[src/tcc_pkg.sv]
// Shared constants and carrier types of the 8-bit timer compare unit
// Assumes a 32-bit APB register bus and pclk as the only clock
package tcc_pkg;
   // ************************************************
   // Counter range
   // ************************************************
   localparam int         TCC_W      = 8;
   localparam logic [7:0] TCC_BOTTOM = 8'h00;
   localparam logic [7:0] TCC_MAX    = 8'hff;
   localparam logic [7:0] TCC_ONE    = 8'h01;

   // ************************************************
   // Register byte offsets
   // ************************************************
   localparam logic [11:0] TCC_OFF_CONTROL = 12'h000;
   localparam logic [11:0] TCC_OFF_COUNTER = 12'h004;
   localparam logic [11:0] TCC_OFF_COMPARE = 12'h008;
   localparam logic [11:0] TCC_OFF_FLAG    = 12'h00c;
   localparam logic [11:0] TCC_OFF_MASK    = 12'h010;

   // ************************************************
   // Field positions and reset values
   // ************************************************
   localparam int         TCC_CTRL_W   = 7;
   localparam int         TCC_OVF_BIT  = 0;
   localparam int         TCC_CMP_BIT  = 1;
   localparam logic [6:0] TCC_CTRL_RST = 7'h00;
   localparam logic [1:0] TCC_MASK_RST = 2'h0;

   // ************************************************
   // Clock select, waveform and output mode codes
   // ************************************************
   localparam logic [2:0] TCC_CS_STOP    = 3'h0;
   localparam logic [2:0] TCC_CS_SYS     = 3'h1;
   localparam logic [2:0] TCC_CS_TAP0    = 3'h2;
   localparam logic [2:0] TCC_CS_FALL    = 3'h6;
   localparam logic [2:0] TCC_CS_RISE    = 3'h7;
   localparam logic [1:0] TCC_WGM_NORMAL = 2'h0;
   localparam logic [1:0] TCC_WGM_PHASE  = 2'h1;
   localparam logic [1:0] TCC_WGM_CTC    = 2'h2;
   localparam logic [1:0] TCC_WGM_FAST   = 2'h3;
   localparam logic [1:0] TCC_COM_OFF    = 2'h0;
   localparam logic [1:0] TCC_COM_TOGGLE = 2'h1;
   localparam logic [1:0] TCC_COM_CLEAR  = 2'h2;
   localparam logic [1:0] TCC_COM_SET    = 2'h3;

   // Timer control register layout
   typedef struct packed {
      logic [1:0] compare_output_mode_field;
      logic [1:0] waveform_mode_field;
      logic [2:0] clock_select_field;
   } tcc_ctrl_type;

   // Counter events handed to the waveform generator
   typedef struct packed {
      logic tick;
      logic match;
      logic at_max;
      logic at_bottom;
      logic down;
   } tcc_evt_type;
endpackage

[src/tcc_tick_sel.sv]
// Timer tick selection: stop, system clock, prescaler taps, external pin
// Assumes prescaler taps are one-cycle pulses on pclk; the pin is async
`timescale 1ns/100ps
module tcc_tick_sel
   import tcc_pkg::*;
(
   input  wire logic       pclk,
   input  wire logic       presetn,
   input  wire logic [2:0] clock_select_field,
   input  wire logic [3:0] prescale_tap,
   input  wire logic       external_count_pin,
   output logic            timer_tick
);
   typedef struct packed {
      logic [2:0] sync;
      logic       level;
      logic       tick;
   } tcc_sel_state_type;

   tcc_sel_state_type st_r;
   tcc_sel_state_type st_nxt;
   logic [1:0]        tap_idx;

   // Tap index for the four prescaler selections
   assign tap_idx = 2'(clock_select_field - TCC_CS_TAP0);

   // Pin synchroniser, edge detector and source mux
   always_comb
   begin
      st_nxt      = st_r;
      st_nxt.sync = {st_r.sync[1:0], external_count_pin};
      if (st_r.sync[1] == st_r.sync[2])
      begin
         st_nxt.level = st_r.sync[2];
      end
      case (clock_select_field)
         TCC_CS_STOP: st_nxt.tick = 1'b0;
         TCC_CS_SYS:  st_nxt.tick = 1'b1;
         TCC_CS_FALL: st_nxt.tick = st_r.level & ~st_nxt.level;
         TCC_CS_RISE: st_nxt.tick = ~st_r.level & st_nxt.level;
         default:     st_nxt.tick = prescale_tap[tap_idx];
      endcase
   end

   // State register
   always_ff @(posedge pclk or negedge presetn)
   begin
      if (!presetn)
         st_r <= '0;
      else
         st_r <= st_nxt;
   end

   assign timer_tick = st_r.tick;
endmodule

[src/tcc_wavegen.sv]
// Waveform generator of the compare output
// Assumes events arrive unqualified alongside the timer tick that gates them here, all on pclk
`timescale 1ns/100ps
module tcc_wavegen
   import tcc_pkg::*;
(
   input  wire logic        pclk,
   input  wire logic        presetn,
   input  wire logic [1:0]  waveform_mode_field,
   input  wire logic [1:0]  compare_output_mode_field,
   input  wire tcc_evt_type evt,
   output logic             compare_output_pin
);
   typedef struct packed {
      logic oc;
      logic pin;
   } tcc_wg_state_type;

   tcc_wg_state_type st_r;
   tcc_wg_state_type st_nxt;
   logic             inv;

   assign inv = (compare_output_mode_field == TCC_COM_SET);

   // Output compare state per waveform mode
   always_comb
   begin
      st_nxt = st_r;
      if (evt.tick)
      begin
         case (waveform_mode_field)
            TCC_WGM_PHASE:
               if (evt.match && compare_output_mode_field[1])
                  st_nxt.oc = inv ^ evt.down;
            TCC_WGM_FAST:
               // Max wins so a compare at max gives a steady level
               if (evt.at_max && compare_output_mode_field[1])
                  st_nxt.oc = ~inv;
               else if (evt.match && compare_output_mode_field[1])
                  st_nxt.oc = inv;
            default:
               if (evt.match && compare_output_mode_field == TCC_COM_TOGGLE)
                  st_nxt.oc = ~st_r.oc;
               else if (evt.match && compare_output_mode_field[1])
                  st_nxt.oc = inv;
         endcase
      end
      st_nxt.pin = (compare_output_mode_field == TCC_COM_OFF) ? 1'b0 : st_nxt.oc;
   end

   // State register
   always_ff @(posedge pclk or negedge presetn)
   begin
      if (!presetn)
         st_r <= '0;
      else
         st_r <= st_nxt;
   end

   assign compare_output_pin = st_r.pin;
endmodule

[src/tcc_timer8.sv]
// 8-bit timer with one compare channel and an APB register slave
// Assumes a single pclk domain, APB3 master, prescaler taps from outside
//
// Notes on behaviour
// - Counter value and compare value are both eight bits wide.
// - Clock select zero gives no tick; the counter holds.
// - Tick comes from the system clock, prescaler taps or the external pin, chosen edge.
// - Bottom is 0x00 and maximum is 0xff.
// - Top is 0xff or the compare value, by mode.
// - Counter value is readable and writable with or without ticks.
// - Software counter write beats clear, increment and decrement.
// - Each tick clears, increments or decrements, by mode and direction.
// - Waveform mode field selects the counting sequence.
// - Overflow flag sets at the mode point and may request interrupts.
// - Comparator always checks counter against compare value.
// - Compare flag sets on the tick after equality is seen.
// - Compare request only with flag, its enable and global enable.
// - Compare flag clears on service or on writing one.
// - Waveform output follows match, waveform mode and output mode.
// - Waveform generator gets max and bottom indications.
// - Counter unit flags maximum at 0xff, top by mode and bottom at zero.
// - Each request is gated by its own bit in the mask register.
// - In PWM modes compare writes land in a buffer.
// - Buffer copies into the active compare only at top.
// - Normal and clear-on-match modes write the compare directly.
//
// Our own choices: the placing of the registers and the APB interface to the registers.
`timescale 1ns/100ps
module tcc_timer8
   import tcc_pkg::*;
#(
   parameter int DW = 32
)
(
   input  wire logic          pclk,
   input  wire logic          presetn,
   input  wire logic [11:0]   paddr,
   input  wire logic          psel,
   input  wire logic          penable,
   input  wire logic          pwrite,
   input  wire logic [DW-1:0] pwdata,
   output logic      [DW-1:0] prdata,
   output logic               pready,
   output logic               pslverr,
   input  wire logic [3:0]    prescale_tap,
   input  wire logic          external_count_pin,
   input  wire logic          global_int_enable,
   input  wire logic          ovf_int_ack,
   input  wire logic          cmp_int_ack,
   output logic               ovf_irq,
   output logic               cmp_irq,
   output logic               compare_output_pin
);
   // ************************************************
   // Parameter check
   // ************************************************
   if (DW != 32)
   begin : g_dw_chk
      $error("tcc_timer8: DW must be 32");
   end

   // ************************************************
   // State
   // ************************************************
   typedef struct packed {
      tcc_ctrl_type   timer_control_reg;
      logic [TCC_W-1:0] counter_value;
      logic [TCC_W-1:0] compare_value;
      logic [TCC_W-1:0] compare_buf;
      logic           down;
      logic           block;
      logic           overflow_flag;
      logic           compare_match_flag;
      logic [1:0]     timer_mask_reg;
      logic           ovf_irq;
      logic           cmp_irq;
      logic [31:0]    rdata;
      logic           ready;
      logic           slverr;
   } tcc_top_state_type;

   tcc_top_state_type st_r;
   tcc_top_state_type st_nxt;
   tcc_evt_type       evt;
   logic              tick;
   logic              setup;
   logic              wr;
   logic              wr_cnt;
   logic              wr_cmp;
   logic              wr_flag;
   logic              pwm;
   logic              at_max;
   logic              at_bottom;
   logic              at_top;
   logic              match;
   logic              ovf_set;
   logic              cmp_set;
   logic [1:0]        wgm;

   // One step up or down, wrapping at eight bits
   function automatic logic [TCC_W-1:0] cnt_step(input logic [TCC_W-1:0] v,
                                                 input logic dn);
      cnt_step = dn ? 8'(v - TCC_ONE) : 8'(v + TCC_ONE);
   endfunction

   // ************************************************
   // Tick source and waveform output
   // ************************************************
   tcc_tick_sel u_tick
   (
      .pclk               (pclk),
      .presetn            (presetn),
      .clock_select_field (st_r.timer_control_reg.clock_select_field),
      .prescale_tap       (prescale_tap),
      .external_count_pin (external_count_pin),
      .timer_tick         (tick)
   );

   tcc_wavegen u_wave
   (
      .pclk                      (pclk),
      .presetn                   (presetn),
      .waveform_mode_field       (wgm),
      .compare_output_mode_field (st_r.timer_control_reg.compare_output_mode_field),
      .evt                       (evt),
      .compare_output_pin        (compare_output_pin)
   );

   // ************************************************
   // Decode and indications
   // ************************************************
   assign wgm       = st_r.timer_control_reg.waveform_mode_field;
   assign setup     = psel & ~penable;
   assign wr        = psel & penable & st_r.ready & pwrite;
   assign wr_cnt    = wr && (paddr == TCC_OFF_COUNTER);
   assign wr_cmp    = wr && (paddr == TCC_OFF_COMPARE);
   assign wr_flag   = wr && (paddr == TCC_OFF_FLAG);
   assign pwm       = (wgm == TCC_WGM_PHASE) || (wgm == TCC_WGM_FAST);
   assign at_max    = (st_r.counter_value == TCC_MAX);
   assign at_bottom = (st_r.counter_value == TCC_BOTTOM);
   // Top is the compare value only when clearing on match
   assign at_top    = (wgm == TCC_WGM_CTC) ? match : at_max;
   assign match     = (st_r.counter_value == st_r.compare_value);
   assign cmp_set   = tick & match & ~st_r.block;
   assign ovf_set   = tick & ((wgm == TCC_WGM_PHASE) ? (at_bottom & st_r.down) : at_max);

   // Events for the waveform generator
   assign evt.tick      = tick;
   assign evt.match     = match & ~st_r.block;
   assign evt.at_max    = at_max;
   assign evt.at_bottom = at_bottom;
   assign evt.down      = st_r.down;

   // ************************************************
   // Next state
   // ************************************************
   always_comb
   begin
      st_nxt = st_r;

      // Counter sequence per mode
      if (tick)
      begin
         st_nxt.block = 1'b0;
         case (wgm)
            TCC_WGM_PHASE:
            begin
               if (!st_r.down && at_max)
                  st_nxt.down = 1'b1;
               else if (st_r.down && at_bottom)
                  st_nxt.down = 1'b0;
               st_nxt.counter_value = cnt_step(st_r.counter_value, st_nxt.down);
            end
            TCC_WGM_CTC:
            begin
               st_nxt.down = 1'b0;
               if (match)
                  st_nxt.counter_value = TCC_BOTTOM;
               else
                  st_nxt.counter_value = cnt_step(st_r.counter_value, 1'b0);
            end
            default:
            begin
               st_nxt.down          = 1'b0;
               st_nxt.counter_value = cnt_step(st_r.counter_value, 1'b0);
            end
         endcase
      end
      if (!pwm)
      begin
         st_nxt.down = 1'b0;
      end

      // Software write overrides counting and blocks the next match
      if (wr_cnt)
      begin
         st_nxt.counter_value = pwdata[7:0];
         st_nxt.block         = 1'b1;
      end

      // Compare buffering
      if (pwm && tick && at_top)
      begin
         st_nxt.compare_value = st_r.compare_buf;
      end
      if (wr_cmp)
      begin
         st_nxt.compare_buf = pwdata[7:0];
         if (!pwm)
            st_nxt.compare_value = pwdata[7:0];
      end

      // Other register writes
      if (wr && (paddr == TCC_OFF_CONTROL))
      begin
         st_nxt.timer_control_reg = tcc_ctrl_type'(pwdata[TCC_CTRL_W-1:0]);
      end
      if (wr && (paddr == TCC_OFF_MASK))
      begin
         st_nxt.timer_mask_reg = pwdata[1:0];
      end

      // Flags: clear by ack or one-write, a new event wins
      if (ovf_int_ack || (wr_flag && pwdata[TCC_OVF_BIT]))
         st_nxt.overflow_flag = 1'b0;
      if (cmp_int_ack || (wr_flag && pwdata[TCC_CMP_BIT]))
         st_nxt.compare_match_flag = 1'b0;
      if (ovf_set)
         st_nxt.overflow_flag = 1'b1;
      if (cmp_set)
         st_nxt.compare_match_flag = 1'b1;

      // Interrupt requests
      st_nxt.ovf_irq = st_nxt.overflow_flag & st_nxt.timer_mask_reg[TCC_OVF_BIT]
                       & global_int_enable;
      st_nxt.cmp_irq = st_nxt.compare_match_flag & st_nxt.timer_mask_reg[TCC_CMP_BIT]
                       & global_int_enable;

      // APB: data latched in setup, one access cycle
      st_nxt.ready = setup;
      if (setup)
      begin
         st_nxt.slverr = 1'b0;
         st_nxt.rdata  = 32'h0000_0000;
         if (paddr == TCC_OFF_CONTROL)
            st_nxt.rdata[TCC_CTRL_W-1:0] = st_r.timer_control_reg;
         else if (paddr == TCC_OFF_COUNTER)
            st_nxt.rdata[7:0] = st_r.counter_value;
         else if (paddr == TCC_OFF_COMPARE)
            st_nxt.rdata[7:0] = pwm ? st_r.compare_buf : st_r.compare_value;
         else if (paddr == TCC_OFF_FLAG)
            st_nxt.rdata[1:0] = {st_r.compare_match_flag, st_r.overflow_flag};
         else if (paddr == TCC_OFF_MASK)
            st_nxt.rdata[1:0] = st_r.timer_mask_reg;
         else
            st_nxt.slverr = 1'b1;
      end
   end

   // ************************************************
   // State register
   // ************************************************
   always_ff @(posedge pclk or negedge presetn)
   begin
      if (!presetn)
      begin
         st_r                   <= '0;
         st_r.timer_control_reg <= tcc_ctrl_type'(TCC_CTRL_RST);
         st_r.timer_mask_reg    <= TCC_MASK_RST;
      end
      else
         st_r <= st_nxt;
   end

   // Outputs straight from the state register
   assign prdata  = st_r.rdata;
   assign pready  = st_r.ready;
   assign pslverr = st_r.slverr;
   assign ovf_irq = st_r.ovf_irq;
   assign cmp_irq = st_r.cmp_irq;
endmodule

[config.mk]
export PLATFORM = sky130hd
export DESIGN_NAME = tcc_timer8
export DESIGN_NICKNAME = d
export VERILOG_FILES = /design/src/tcc_pkg.sv /design/src/tcc_tick_sel.sv /design/src/tcc_wavegen.sv /design/src/tcc_timer8.sv
export SDC_FILE = /design/constraint.sdc
export NUM_CORES = 1
export LEC_CHECK = 0
export ABC_AREA = 1
export CORE_ASPECT_RATIO = 1.25
export CORE_MARGIN = 5
export CORE_UTILIZATION = 64
export DETAILED_ROUTE_END_ITERATION = 12
export DONT_BUFFER_PORTS = 1
export GPL_TIMING_DRIVEN = 0
export PLACE_DENSITY = 0.81
export SYNTH_ARGS = -nofsm -noshare
export SYNTH_HDL_FRONTEND = slang
export SYNTH_SLANG_ARGS = --single-unit
[constraint.sdc]
create_clock -name pclk -period 2 [get_ports pclk]
set_input_delay 0.6 -clock pclk [delete_from_list [all_inputs] [get_ports pclk]]
set_output_delay 0.6 -clock pclk [all_outputs]
set_load 0.01 [all_outputs]
Word-level counts from Yosys, hierarchy flattened
Cells that the tools add are included.
Storage, ports and cells
  word-level logic and storage cells: 133
  output and inout bits: 37
  input port bits: 57
  bits in registers: 56
Operators by class
  add/sub/neg operators: 3
  reductions and logical operators: 23
  muxes and demuxes: 47
  $lt $le $gt $ge: 1
  equal/unequal tests: 16
  bitwise logic cells: 22
Operators with widths (count)
  8-bit 2-to-1 mux: 8
  1-bit 2-to-1 mux: 27
  12-bit by 4-bit equality test with 1-bit output (second input constant): 2
  16-bit 2-to-1 mux: 1
  8-bit one-hot mux with 2 select lines: 1
  1-bit AND: 15
  1-bit logical AND: 14
  12-bit by 3-bit equality test with 1-bit output (second input constant): 1
  12-bit by 5-bit equality test with 1-bit output (second input constant): 1
  12-bit zero test: 1
  2-bit 2-to-1 mux: 5
  8-bit by 1-bit adder with 8-bit output (second input constant): 1
  8-bit equality test: 1
  8-bit equality test (second input constant): 1
  8-bit zero test: 1
  8-bit by 1-bit subtractor with 8-bit output (second input constant): 1
  7-bit 2-to-1 mux: 1
  2-bit equality test (second input constant): 3
  3-bit equality test (second input constant): 2
  6-bit 2-to-1 mux: 1
  1-bit inverter: 6
  2-bit by 1-bit equality test with 1-bit output (second input constant): 2
  1-bit one-hot mux with 4 select lines: 1
  3-bit by 1-bit equality test with 1-bit output (second input constant): 1
  other kinds (12): 14

Depth between registers and ports, before layout
  depth after elaboration: 10
  gate-level depth with buffers: 17
  depth with buffers taken out: 16

By module
From an unflattened synthesis, not the netlist that was laid out.
Second synthesis, totals
  cells, all modules: 552
  area total of the unflattened synthesis: 3891.2 sq um
Modules (own cells, without submodules)
  tcc_timer8: instances 1, cells an instance 484, seq. area each 1226.2 sq um, area each 3442.1 sq um
  tcc_tick_sel: instances 1, cells an instance 32, seq. area each 125.1 sq um, area each 247.7 sq um
  tcc_wavegen: instances 1, cells an instance 36, seq. area each 50.0 sq um, area each 201.4 sq um

Worst setup path after synthesis
Ideal clock, no wire load.
  path type: input -> register
  start: in paddr[11]
  end: reg st_r[55] (netlist bit)
  setup time: 0.122 ns
  buffers on the path: 1
  data required time: 1.878 ns
  arrival: 1.690 ns
  setup slack: 0.188 ns
  stages: 9
  path through: nor2_1 -> nand2_1 -> nor2_1 -> nand3_1 -> nor2_1 -> nand3_2 -> buf_4 -> o211ai_2 -> o21ai_2
RTL lines
  start: declaration: RTL line tcc_timer8.sv:37  | input wire logic [11:0] paddr,
  end signal: assignment: RTL line tcc_timer8.sv:272  | st_r <= st_nxt;
  end: declaration: RTL line tcc_timer8.sv:82  | tcc_top_state_type st_r;

Worst setup path in the final report
  start: reg st_r[60] (netlist bit)
  end: reg st_r[65] (netlist bit)
Between the ends
  longest elaborated chain between the ends: 10
  elaborated cells on any way between the ends: 16
  those cells by class: 2 x add/sub; 2 x eq/ne; 9 x mux; 3 x reduce/logical
Ends and longest elaborated chain
  8-bit zero test: RTL line tcc_timer8.sv:140  | assign at_bottom = (st_r.counter_value == TCC_BOTTOM);
  1-bit logical AND: RTL line tcc_timer8.sv:170  | else if (st_r.down && at_bottom)
  1-bit 2-to-1 mux: RTL line tcc_timer8.sv:170
  1-bit 2-to-1 mux: RTL line tcc_timer8.sv:168  | if (!st_r.down && at_max)
  1-bit 2-to-1 mux: RTL line tcc_timer8.sv:165  | case (wgm)
  1-bit 2-to-1 mux: RTL line tcc_timer8.sv:162  | if (tick)
  8-bit 2-to-1 mux: RTL line tcc_timer8.sv:103  | cnt_step = dn ? 8'(v - TCC_ONE) : 8'(v + TCC_ONE);
  8-bit one-hot mux with 2 select lines *: RTL line tcc_timer8.sv:165
  8-bit 2-to-1 mux *: RTL line tcc_timer8.sv:162
  8-bit 2-to-1 mux *: RTL line tcc_timer8.sv:195  | if (wr_cnt)
Every way passes the cells marked *; elsewhere a longest branch is shown, timed or not. The select of a mux whose other input is x is not followed.
A chain may end at the register's enable or synchronous reset.

==> impl_metrics.yaml <==
outcome:
  status: "completed"
die:
  total_core_area_um2: 5700
  pin_count: 94
  die_area_um2: 7400
  die_wd_um: 78.0
  floorplan.initialDensity_pct: 64.8
  die_h_um: 95.0
  floorplan.rows: 31
logic_synthesis:
  synth-xor-area-share_pct: 2.84
  ys.flop_type: "dfrtp_1"
  yosysSeqAreaShare_pct: 37.9
  synthesis.instances: 500
  mux_contribution_to_synthesized_area_pct: 0
  yosys.area_share.simple_pct: 24.2
  synthesis.area_um2: 3690
  synth_compound_area_share_pct: 17.6
  post_synth_fa_ha_maj_area_fraction_pct: 1.96
  synthDistinctLibCells: 42
  ys_seq_elements: 56
  synth_warnings: 0
  postSynth.asyncResetShare_pct: 100
  synth_enable_flop_cells: 0
  avgSynthCellArea_um2: 7.39
  synth_top_family_by_area: "simple AND/OR/NAND/NOR gates"
power:
  power.leakage_nw: 2.04
  post-layout-total-power_mw: 2.07
  p_per_area_nw_per_um2: 504
  irDropWorstVdd_v: 0.000490
clock_tree:
  clk_slew_on_worst_s_h_paths_ns: 0.11
  cts_max_path_buffers: 2
  cts_made_buffers: 5
  worst_skew_pair.late_latency_ns: 0.32
  cts-htree-levels: 2
  clock_sinks: 56
  cts_root_buf: "clkbuf_8"
  cts_tree: "built"
layout:
  multi_input_gate_area_um2: 1850
  fill_cells: 479
  finish.net_count: 601
  flow.area_growth_from_synthesis_pct: 11.3
  register_area_um2: 1410
  finalCoreUtilization_pct: 72.2
  share_of_cells_above_drive_strength_1_pct: 19.4
  antenna_cells: 0
global_route:
  global_route_wire_length_before_repair_um: 14700
  globalRouteTotalUtil_pct: 24.8
  grt_max_degree: 57
  use_met3_pct: 2.86
  grt-busiest-layer: "met2"
  antenna_found_initial: 0
  grt.met2_usage_pct: 43.8
  number_of_global_route_vias_before_repair: 3136
  grt.overflow.total: 0
  fraction_of_met1_tracks_used_by_global_routing_pct: 31.0
sta:
  setup_viol: 0
  fmaxAchievable_ghz: 0.509
  finalMaxSlewViolations: 0
  finClkSkew_ns: 0.0145
  hold_ws_ns: 0.125
  final.period_utilization_pct: 98.2
  timing.final.hold_violations: 0
  finalWorstPathRequiredPeriod_ns: 1.96
  unrepaired_setup_endpoints_after_global_routing: "true"
placed_design:
  gp_congestion: 0.924
  detailedPlacementHpwl_um: 7180
  buffer_ports.inserted: 0
run:
  max_cap_viol_count: 0
critical_path:
  timing.critical_path.max_delay_family: "simple AND/OR/NAND/NOR gates"
  required_ns: 2.22
  worstSetupPathType: "flop to flop"
  critPathArrivalTime_ns: 2.18
  critPathMostFrequentCell: "nand2_1"
  worst-path-max-fanout: 7
  crit_path_start_kind: "flop"
  slowest_stage_cell_on_the_critical_path: "dfrtp_1"
  crit_path_max_incr_delay_ns: 0.37
  count_of_buffer_and_inverter_cells_on_the_critical_path: 1
  worstPathCellList: "buf_4 -> nor3_1 -> nand2_1 -> nor3_1 -> xor2_1 -> nand2_1 -> nand3_1 -> nand3_1 -> nand2_1 -> o21ai_1"
  critPathCaptureType: "flop"
hold_path:
  timing.hold.worst.class: "primary input to async pin"
route:
  drcViolationCount: 0
  drt.antenna.violating_nets: 0
  dr.first_iter.drc_count: 295
  via_density: 5.49
  detail_route.wirelength_um: 9310
  drt_pass1_iterations: 6
  route.detailed.wl_per_inst_um: 15.4
  vias: 3327
[final timing paths]
| kind | start | endpoint | slack [ns] | cells after the start |
|---|---|---|---|---|
| worst max register to register | st_r[60]$_DFFE_PN0P_ | st_r[65]$_DFFE_PN0P_ | 0.04 | 10 |
| worst min register to register | u_tick.st_nxt[3]$_DFF_PN0_ | u_tick.st_nxt[4]$_DFF_PN0_ | 0.37 | 0 |
| worst min-delay path | presetn | prdata[7]$_DFFE_PN0P_ | 0.12 | 1 |
| worst max-delay path | st_r[60]$_DFFE_PN0P_ | st_r[65]$_DFFE_PN0P_ | 0.04 | 10 |
| max in group asynchronous | presetn | st_r[58]$_DFFE_PN0P_ | 1.60 | 1 |
| min in group pclk | external_count_pin | u_tick.st_nxt[3]$_DFF_PN0_ | 0.31 | 0 |
[power by group]
| part | switching, mW | internal, mW | leakage (nW) |
|---|---|---|---|
| Sequential | 0.0215 | 1.15 | 0.721 |
| Combinational | 0.155 | 0.0956 | 1.27 |
| Clock | 0.396 | 0.252 | 0.0485 |
[logic make-up (layout without fill, tap and decap cells)]
logic type,count (synthesis),in the layout
other,1,24
AOI/OAI and AO/OA,107,107
buffers and inverters,115,132
and+or+nand+nor,203,203
adders and majority gates,6,6
DFF,56,56
xor gates and xnor gates,12,12
[metal layers]
| metal | vias up | wire, µm |
|---|---|---|
| li1 | 1642 | - |
| met1 | 1552 | 3670 |
| met2 | 110 | 4920 |
| met3 | 23 | 456 |
| met4 | 0 | 257 |
| met5 | - | 0 |
[timing repair]
| item | 4_1_cts | 5_1_grt |
|---|---|---|
| hold buffers | 1 | 0 |
| gates resized for setup | 2 | 18 |
| buffers inserted | 1 | 6 |
| endpoints found under the setup margin | 15 | 28 |
| pin swaps | 0 | 11 |
| hold endpoints to repair | 56 | 0 |
| gates cloned | 0 | 1 |
[cell usage after synthesis, types with 4 or more instances]
| master | number | share of area (%) |
|---|---|---|
| dfrtp_1 | 56 | 38 |
| xor2_1 | 10 | 2.4 |
| nand4_1 | 5 | 0.85 |
| nand3_1 | 23 | 3.1 |
| o21ai_0 | 35 | 4.7 |
| nand2_2 | 4 | 0.68 |
| a21oi_1 | 26 | 3.5 |
| ha_1 | 5 | 1.7 |
| buf_4 | 33 | 6.7 |
| o22ai_1 | 5 | 0.85 |
| o211ai_2 | 8 | 2.7 |
| buf_2 | 4 | 0.54 |
| o21ai_1 | 19 | 2.6 |
| clkbuf_1 | 5 | 0.51 |
| inv_2 | 11 | 1.1 |
| o31ai_1 | 4 | 0.81 |
| inv_1 | 59 | 6.0 |
| nor2_1 | 34 | 3.5 |
| nand2_1 | 117 | 12 |
| nor2_2 | 4 | 0.68 |
| nor3_1 | 6 | 0.81 |
[placed cells by master, fill, tap and decap left out, types with 2 or more instances in the layout]
master    count
clkbuf_8      5
nand4_1       5
nand2_1     114
clkbuf_1      5
xnor2_1       2
nor4_1        2
nor2_1       31
o22ai_1       5
clkinv_1      2
o21ai_2       2
conb_1       24
xor2_1       10
nand2_2       7
ha_2          2
nor3_1        6
inv_2        11
o211ai_1      2
dfrtp_2       5
o21ai_0      35
o211ai_2      8
a21oi_1      25
dfrtp_1      51
nor2_2        5
ha_1          3
inv_1        59
nand3_1      23
nor2_4        3
o31ai_1       4
buf_2         3
buf_4        41
o21ai_1      19
[worst reg2reg max path: cells and delay by family (launching register included)]
family | cells | cell delay, ns
AOI/OAI and AO/OA | 1 | 0.05
xor gates and xnor gates | 1 | 0.22
buffers and inverters | 1 | 0.16
DFF | 1 | 0.37
and+or+nand+nor | 7 | 1.07
[flip-flops by register name, summed over array words and instances (netlist names)]
register                   count
u_tick.st_r                    2
st_r                          34
evt                            1
u_wave.compare_output_pin      1
u_tick.st_nxt                  2
ovf_irq                        1
wgm                            2
u_wave.st_r                    1
pready                         1
prdata                         8
pslverr                        1
cmp_irq                        1
u_tick.timer_tick              1
[layout make-up]
class                      instances  share of cell area, %
tap                               66                   2.01
sequential                        56                   34.2
multi-input combinational        352                   45.0
inverter                          72                   6.57
timing repair buffer               9                   2.55
clock inverter                     3                  0.547
buffer                            43                   7.39
clock buffer                       5                   1.67
[per-stage QoR]
stage / instance area, µm² / worst slack, ns / instances / TNS [ns]
floorplan: 3780 / 0.188 / 523 / 0
CTS: 3990 / -0.00527 / 599 / -0.00712
finish: 4110 / 0.0353 / 606 / 0
global placement: 3860 / -0.219 / 589 / -2.59
detailed placement: 3860 / -0.273 / 589 / -3.52
global route: 4110 / -0.0798 / 606 / -0.677
(Power assumes the default switching activity.)
